==> config.mk <==
export PLATFORM = sky130hd
export DESIGN_NAME = ecoc_channel
export DESIGN_NICKNAME = d
export VERILOG_FILES = /design/src/core/ecoc_channel.v
export VERILOG_INCLUDE_DIRS = /design/src /design/src/shared
export SDC_FILE = /design/constraint.sdc
export NUM_CORES = 1
export LEC_CHECK = 0
export BUFFER_PORTS_ARGS = -buffer_cell sky130_fd_sc_hd__buf_4
export CELL_PAD_IN_SITES_DETAIL_PLACEMENT = 1
export CELL_PAD_IN_SITES_GLOBAL_PLACEMENT = 1
export CORE_MARGIN = 2
export CORE_UTILIZATION = 41
export CTS_CLUSTER_DIAMETER = 60
export CTS_CLUSTER_SIZE = 25
export DETAILED_ROUTE_END_ITERATION = 16
export PLACE_DENSITY = 0.78
export SKIP_CTS_REPAIR_TIMING = 1
export SLEW_MARGIN = 10
export SYNTH_ARGS = -nofsm -noshare
export SYNTH_HDL_FRONTEND = slang
export SYNTH_SLANG_ARGS = --single-unit
==> constraint.sdc <==
create_clock -name CLK -period 1.9 [get_ports CLK]
set_input_delay 0.38 -clock CLK [delete_from_list [all_inputs] [get_ports CLK]]
set_output_delay 0.38 -clock CLK [all_outputs]
set_load 0.005 [all_outputs]
==> src/shared/ecoc_map.vh <==
// register map and field constants for the event capture overrun channel
`ifndef ECOC_MAP_VH
`define ECOC_MAP_VH
`define ECOC_OFS_CTRL 4'h0
`define ECOC_OFS_TIME 4'h4
`define ECOC_OFS_PEND 4'h8
`define ECOC_OFS_MASK 4'hc
`define ECOC_OFS_TIMER 4'h0
`define ECOC_TIMER_OFS 8'h10
`define ECOC_BIT_OVW 0
`define ECOC_BIT_EN 1
`define ECOC_BIT_RISE 2
`define ECOC_BIT_FALL 3
`define ECOC_CTRL_RST 4'h0
`define ECOC_CTRL_W 4
`define ECOC_PEND_CAP 0
`define ECOC_PEND_OVR 1
`define ECOC_PEND_W 2
`define ECOC_TW 16
`define ECOC_TIME_RST 16'h0000
`define ECOC_HTRANS_NONSEQ 2'h2
`define ECOC_ADDR_LSB 2
`endif

==> src/core/ecoc_channel.v <==
// event capture channel with two-stage buffer, overrun handling, ahb-lite registers
//
// Summary of operation
// - overwrite bit set: new capture on overrun replaces the buffered value.
// - overwrite clear and both stages full: further edges ignored until time read.
// - discarded capture sets the overrun pending flag.
// - reading the time register moves buffer into it and frees the buffer.
// - the buffer-to-time transfer sets capture pending; with the capture interrupt enabled it raises the interrupt.
// - overrun with overrun interrupt enabled raises the interrupt request.
// - read coinciding with edge validation must not leave both stages full unflagged.
`timescale 1ns/1ps
`include "ecoc_map.vh"
module ecoc_channel (
  input wire CLK,
  input wire NRST,
  input wire CAP_IN,
  input wire HSEL,
  input wire [31:0] HADDR,
  input wire [1:0] HTRANS,
  input wire HWRITE,
  input wire [2:0] HSIZE,
  input wire [31:0] HWDATA,
  input wire HREADY,
  output wire [31:0] HRDATA,
  output wire HREADYOUT,
  output wire HRESP,
  output wire IRQ
);
  reg [`ECOC_CTRL_W-1:0] ctrl_q;
  reg [`ECOC_TW-1:0] timer_q;
  reg [`ECOC_TW-1:0] buf_q;
  reg buf_full_q;
  reg [`ECOC_TW-1:0] time_q;
  reg time_full_q;
  reg [`ECOC_PEND_W-1:0] pend_q;
  reg [`ECOC_PEND_W-1:0] mask_q;
  reg in_q;
  reg ph_wr_q;
  reg ph_rd_q;
  reg [7:0] ph_addr_q;
  reg [31:0] rdata_q;

  function hit;
    input [7:0] a;
    input [3:0] ofs;
    begin
      hit = (a == {4'h0, ofs});
    end
  endfunction

  // address phase capture; every access completes with no wait state
  wire take = HSEL & HREADY & (HTRANS == `ECOC_HTRANS_NONSEQ);
  always @(posedge CLK or negedge NRST) begin
    if (!NRST) begin
      ph_wr_q <= 1'b0;
      ph_rd_q <= 1'b0;
      ph_addr_q <= 8'h00;
    end else begin
      ph_wr_q <= take & HWRITE;
      ph_rd_q <= take & ~HWRITE;
      ph_addr_q <= HADDR[7:0];
    end
  end

  // read of the time register is acted on at its address phase so data and move align
  wire time_rd = take & ~HWRITE & hit(HADDR[7:0], `ECOC_OFS_TIME);
  wire pend_rd = take & ~HWRITE & hit(HADDR[7:0], `ECOC_OFS_PEND);

  // edge validation on a synchronous input
  wire rise = CAP_IN & ~in_q;
  wire fall = ~CAP_IN & in_q;
  wire edge_ok = ctrl_q[`ECOC_BIT_EN] &
    ((rise & ctrl_q[`ECOC_BIT_RISE]) | (fall & ctrl_q[`ECOC_BIT_FALL]));

  // time stage is free after this cycle if empty or being read
  wire time_free = ~time_full_q | time_rd;
  wire both_full = buf_full_q & time_full_q & ~time_rd;
  wire discard = edge_ok & both_full & ~ctrl_q[`ECOC_BIT_OVW];
  wire overwrite = edge_ok & both_full & ctrl_q[`ECOC_BIT_OVW];
  wire overrun = discard | overwrite;
  reg move;
  reg [`ECOC_TW-1:0] move_val;
  always @* begin
    move = 1'b0;
    move_val = buf_q;
    if (time_free & buf_full_q) begin
      move = 1'b1;
    end else if (time_free & edge_ok) begin
      // buffer empty: a fresh edge goes through to time directly
      move = 1'b1;
      move_val = timer_q;
    end
  end

  always @(posedge CLK or negedge NRST) begin
    if (!NRST) begin
      in_q <= 1'b0;
      timer_q <= `ECOC_TIME_RST;
      buf_q <= `ECOC_TIME_RST;
      buf_full_q <= 1'b0;
      time_q <= `ECOC_TIME_RST;
      time_full_q <= 1'b0;
    end else begin
      in_q <= CAP_IN;
      // one writer of the timer here; no channel reset source exists
      if (ph_wr_q & (ph_addr_q == `ECOC_TIMER_OFS))
        timer_q <= HWDATA[`ECOC_TW-1:0];
      else
        timer_q <= timer_q + 1'b1;
      if (move) begin
        time_q <= move_val;
        time_full_q <= 1'b1;
      end else if (time_rd) begin
        time_full_q <= 1'b0;
      end
      // buffer takes the edge unless it went straight through or is discarded
      if (edge_ok & (buf_full_q | ~time_free)) begin
        if (~both_full | overwrite) begin
          buf_q <= timer_q;
          buf_full_q <= 1'b1;
        end
      end else if (move & buf_full_q) begin
        buf_full_q <= 1'b0;
      end
    end
  end

  // pending flags: hardware set wins over read-clear
  wire [`ECOC_PEND_W-1:0] pend_set;
  assign pend_set[`ECOC_PEND_CAP] = move;
  assign pend_set[`ECOC_PEND_OVR] = overrun;
  always @(posedge CLK or negedge NRST) begin
    if (!NRST) begin
      pend_q <= {`ECOC_PEND_W{1'b0}};
      ctrl_q <= `ECOC_CTRL_RST;
      mask_q <= {`ECOC_PEND_W{1'b0}};
    end else begin
      pend_q <= (pend_rd ? {`ECOC_PEND_W{1'b0}} : pend_q) | pend_set;
      if (ph_wr_q & hit(ph_addr_q, `ECOC_OFS_CTRL))
        ctrl_q <= HWDATA[`ECOC_CTRL_W-1:0];
      if (ph_wr_q & hit(ph_addr_q, `ECOC_OFS_MASK))
        mask_q <= HWDATA[`ECOC_PEND_W-1:0];
    end
  end

  // read data registered from address phase
  always @(posedge CLK or negedge NRST) begin
    if (!NRST) begin
      rdata_q <= 32'h00000000;
    end else if (take & ~HWRITE) begin
      case (1'b1)
        hit(HADDR[7:0], `ECOC_OFS_CTRL): rdata_q <= {28'h0000000, ctrl_q};
        hit(HADDR[7:0], `ECOC_OFS_TIME): rdata_q <= {16'h0000, (time_full_q ? time_q : buf_q)};
        hit(HADDR[7:0], `ECOC_OFS_PEND): rdata_q <= {30'h00000000, pend_q};
        hit(HADDR[7:0], `ECOC_OFS_MASK): rdata_q <= {30'h00000000, mask_q};
        (HADDR[7:0] == `ECOC_TIMER_OFS): rdata_q <= {16'h0000, timer_q};
        default: rdata_q <= 32'h00000000;
      endcase
    end
  end

  assign HRDATA = rdata_q;
  assign HREADYOUT = 1'b1;
  assign HRESP = 1'b0;
  assign IRQ = |(pend_q & mask_q);
endmodule

* Yosys cells after proc, flatten, opt, wreduce, memory -nomap -nowiden
Index checks and enable logic that the tools add are counted.
** Operators by class
- Add/subtract/negate cells :: 1
- Eq/ne operators :: 8
- Mux-type cells :: 17
- Bitwise operators :: 38
- Reduce and logical (&&, ||, !) cells :: 7
** Operator list (count)
- $mux W16 :: 9
- $eq A8 B4 Y1 const B :: 3
- $and A1 B1 Y1 :: 23
- $add A16 B1 Y16 const B :: 1
- $eq A8 B5 Y1 const B :: 2
- $logic_not A8 Y1 :: 2
- $eq A8 B3 Y1 const B :: 1
- $not A1 Y1 :: 8
- $mux W1 :: 7
- $or A1 B1 Y1 :: 5
- $reduce_and A2 Y1 :: 2
- $reduce_bool A2 Y1 :: 2
- $and A2 B2 Y2 :: 1
- $eq A2 B2 Y1 const B :: 1
- $mux W2 :: 1
- $ne A2 B1 Y1 const B :: 1
- $or A2 B2 Y2 :: 1
- $reduce_or A2 Y1 :: 1
** Word-level totals
- Register bits after elaboration :: 100
- Bits of input ports :: 75
- Word-level logic and storage cells :: 83

* Logic depth before layout (Yosys ltp)
- Depth in word-level cells :: 11
- Depth in mapped cells :: 7

* Worst setup path before layout
No wires, ideal clock.
- Kind :: input port to flip-flop
- Start point :: in HADDR[1]
- End point :: reg rdata_q[11], in the netlist HRDATA[11]
- Data arrival time :: 1.649 ns
- Data required time :: 1.835 ns
- Setup slack :: 0.185 ns
- Cell stages on the path :: 6
- Buffers on the path :: 1
- Cells stage by stage :: nor2_1 or4b_4 nor2_4 buf_6 o2bb2ai_1 a22o_1
** On the way
- Longest elaborated chain between the ends :: 6
- Elaborated cells between the ends (all ways) :: 10
- Classes of those cells :: eq/ne (4); mux (5); reduce/logical (1)
** Ends and longest elaborated chain
- start: declaration :: line ecoc_channel.v:18 : input wire [31:0] HADDR,
- $eq A8 B5 Y1 (no line)
- $mux W16 (4 in a row) :: line ecoc_channel.v:151 : case (1'b1)
- $mux W16 * :: line ecoc_channel.v:151
- end signal: assignment :: line ecoc_channel.v:152 : hit(HADDR[7:0], `ECOC_OFS_CTRL): rdata_q <= {28'h0000000, ctrl_q};
- end signal: assignment :: line ecoc_channel.v:153 : hit(HADDR[7:0], `ECOC_OFS_TIME): rdata_q <= {16'h0000, (time_full_q ? time_q : buf_q)};
- end signal: assignment :: line ecoc_channel.v:154 : hit(HADDR[7:0], `ECOC_OFS_PEND): rdata_q <= {30'h00000000, pend_q};
- end: declaration :: line ecoc_channel.v:41 : reg [31:0] rdata_q;
Every way passes the cells marked *; elsewhere a longest branch is shown, timed or not.
A chain may end at the register's enable or synchronous reset.

* Worst setup path in the final report
- Start point :: in HREADY
- End point :: reg buf_q[1]
** On the way
- Longest elaborated chain between the ends :: 10
- Elaborated cells between the ends (all ways) :: 15
- Classes of those cells :: bitwise (14); reduce/logical (1)
** Ends and longest elaborated chain
- start: declaration :: line ecoc_channel.v:23 : input wire HREADY,
- $and A1 B1 Y1 * (2 in a row) :: line ecoc_channel.v:52 : wire take = HSEL & HREADY & (HTRANS == `ECOC_HTRANS_NONSEQ);
- $and A1 B1 Y1 * (2 in a row) :: line ecoc_channel.v:66 : wire time_rd = take & ~HWRITE & hit(HADDR[7:0], `ECOC_OFS_TIME);
- $not A1 Y1 :: line ecoc_channel.v:77 : wire both_full = buf_full_q & time_full_q & ~time_rd;
- $and A1 B1 Y1 :: line ecoc_channel.v:77
- $and A1 B1 Y1 (2 in a row) :: line ecoc_channel.v:79 : wire overwrite = edge_ok & both_full & ctrl_q[`ECOC_BIT_OVW];
- $or A1 B1 Y1 :: line ecoc_channel.v:118 : if (~both_full | overwrite) begin
- $reduce_and A2 Y1 (no line) *
- end signal: assignment :: line ecoc_channel.v:99 : buf_q <= `ECOC_TIME_RST;
- end signal: assignment :: line ecoc_channel.v:119 : buf_q <= timer_q;
- end: declaration :: line ecoc_channel.v:31 : reg [`ECOC_TW-1:0] buf_q;
Marked as above.

==> run summary <==
Hold WC Path Type = input port to asynchronous set/reset pin
r2r setup slk = 220 ps
Max transition margin = 43.2%
ANT cells = 0
Synth cell types = 48
global-route wire length before repair = 18300 um
max-slew violations = 0
Power Total = 4.76 mW
pin slew with the least headroom to its limit = 852 ps
synthesized area per cell = 10.2 um^2
max incr delay on CP = 650 ps
Inserted Clock Buffers = 9
commonest cells in the netlist = dfrtp_1, a21oi_1, o22ai_1
initial cell density of the core = 42.2%
total track usage = 20.5%
post-synth top area cell = dfrtp_1
drt first pass iters = 4
Placed Area = 0.00489 mm^2
Yosys reg bits = 84
Core Util, Final = 49.5%
Reg area = 0.00210 mm^2
Clk Latency, worst-skew pair = 350 ps
via density per instance = 5.64
drt initial violations = 195
Routed WL per cell = 17.8 um
compound-cell area share of the yosys netlist = 20.9%
CP Capture Type = register
critical path class = input port to register
crit path from = HREADY
Synth Area in XOR/XNOR = 2.63%
antenna violation net count after detailed routing = 0
Max clock buf depth = 2
Pwr Density = 935 mW/mm^2
Die Wd = 107 um
Final nets = 550
Post-synth ARST share = 100%
initial antenna violation count = 0
fraction of synthesized area in multiplexers = 8.05%
fin area = 0.00509 mm^2
Worst R2R Path Depth = 5
hpwl dp = 7940 um
CP max stage cell = nor2_2
Gate Count Post-Synth = 424
Crit path required time = 2170 ps
Post-Synth Adder-Cell Area = 0.289%
unrepaired setup endpoints after global routing = false
I/O pin total = 110
crit start category = input port
GRT Residual Overflow = 0
clock-pin slew on the worst setup and hold paths = 80 ps
Multi-input gate area = 0.00200 mm^2
final WL = 10900 um
status = complete, no violations
Synth top area share = 48.5%
pin count of the biggest net entering global routing = 57
FMAX = 581 MHz
Yosys warning count = 0
Peak supply drop = 0.445 mV
Seq/Total Area, Yosys = 48.5%
Setup Skew = 8.50 ps
Arr. time, crit path = 2000 ps
Mapped Area = 0.00434 mm^2
Hold Violations, Final = 0
CTS root buffer = clkbuf_8
main combinational cell family by area after synthesis = compound AO/OA/AOI/OAI gates
area grow syn2layout = 17.4%
FF-to-FF Start = ph_addr_q[1]$_DFF_PN0_
via count = 3464
Main synth FF type = dfrtp_1
crit-path cells = buf_4, nand4b_1, and4b_4, nor2_2, o22ai_1, a21oi_1
top-count cell post-synth = dfrtp_1
CP endpoint = buf_q[1]$_DFFE_PN0P_
Tcrit/Tclk final = 90.6%
worst flop-to-flop path endpoint = timer_q[1]$_DFF_PN0_
row cnt = 37
H-Tree Depth = 3
CP max FO = 18
largest cells by area after synthesis = dfrtp_1, a21oi_1, mux2i_1, o22ai_1, buf_4
total die area = 0.0114 mm^2
number of port buffers = 48
Clock Sinks = 84
layout cells sized above 1 = 21.8%
DRC Markers = 0
Leak Pwr = 2.33 nW
Core Box Area = 0.0103 mm^2
RePlAce Congestion = 0.821
Simple-Gate Fraction of Synth Area = 12.6%
CTS tree = done
maxcap violations = 0
final setup vio count = 0
Filler cells = 1185
vias in the first global route = 3582
DIE HEIGHT = 107 um
minimum clock period = 1720 ps
EDFF count, synth = 0
how the worst min path moves through the flow:
stage	endpoint	start
final	ctrl_q[2]$_DFFE_PN0P_	NRST
after global routing	ctrl_q[2]$_DFFE_PN0P_	NRST
after CTS	time_q[0]$_DFFE_PN0P_	NRST
after detailed placement	ctrl_q[2]$_DFFE_PN0P_	NRST
after global placement	ctrl_q[1]$_DFFE_PN0P_	NRST
after floorplan	HRDATA[0]$_DFFE_PN0P_	NRST
metrics by stage:
| step | setup TNS [ps] | setup slack (ps) | hold slack [ps] | cells |
|---|---|---|---|---|
| 2_1_floorplan | 0 | 185 | 84.4 | 440 |
| 3_3_place_gp | -615 | -46.9 | 393 | 599 |
| 3_5_place_dp | -1830 | -138 | 396 | 599 |
| 4_1_cts | 0 | 194 | 19.3 | 614 |
| 5_1_grt | 0 | 111 | 32.7 | 614 |
| 6_report | 0 | 179 | 3.45 | 614 |
per-layer routing:
layer | track usage [%] | part of all wire, % | vias to the layer above
li1 | - | - | 1633
met4 | 4.92 | 0.75 | 0
met3 | 3.77 | 4.0 | 6
met5 | 0 | 0 | -
met2 | 34.1 | 49 | 70
met1 | 27.9 | 46 | 1755
cell families (layout without fill, tap and decap cells):
logic type / Yosys count / in the layout
buffers and inverters: 53 / 91
DFF: 84 / 84
and+or+nand+nor: 98 / 98
adders and majority gates: 1 / 1
other: 2 / 18
xor gates and xnor gates: 13 / 13
muxes: 34 / 34
AOI/OAI and AO/OA: 139 / 139
cells in the final DEF, fill, tap and decap left out, types with 13 or more instances in the layout:
cell     synthesis  routed
dfrtp_1         84      84
buf_4           20      68
a21oi_1         54      54
o22ai_1         42      42
nor2_1          36      36
mux2i_1         27      27
conb_1           2      18
a22o_1          13      13
area by class of cell:
class,instances,area share (%)
Inverter,3,0.221
Clock inverter,1,0.590
Tap cell,136,3.34
Multi-Input combinational cell,303,39.2
Timing Repair Buffer,73,12.0
Sequential cell,84,41.3
Clock buffer,14,3.39
flip-flops by register name, summed over array words and instances (netlist names):
signal and cells:
timer_q 16, buf_q 16, time_q 16, HRDATA 16
ph_wr_q 1, ctrl_q 4, buf_full_q 1, mask_q 2
ph_addr_q 8, time_full_q 1, in_q 1, pend_q 2
worst max-delay path: cells and delay by family:
family | cells | cell delay (ps)
AO/OA/AOI/OAI | 2 | 390
buffers and inverters | 1 | 110
AND/OR/NAND/NOR | 3 | 1110
report_power, final:
part / total, mW / leakage [nW] / switching, mW / internal [mW]
combinational: 0.900 / 1.22 / 0.419 / 0.481
sequential: 2.54 / 1.01 / 0.452 / 2.08
clock: 1.33 / 0.103 / 0.614 / 0.711
(Power assumes the default switching activity.)
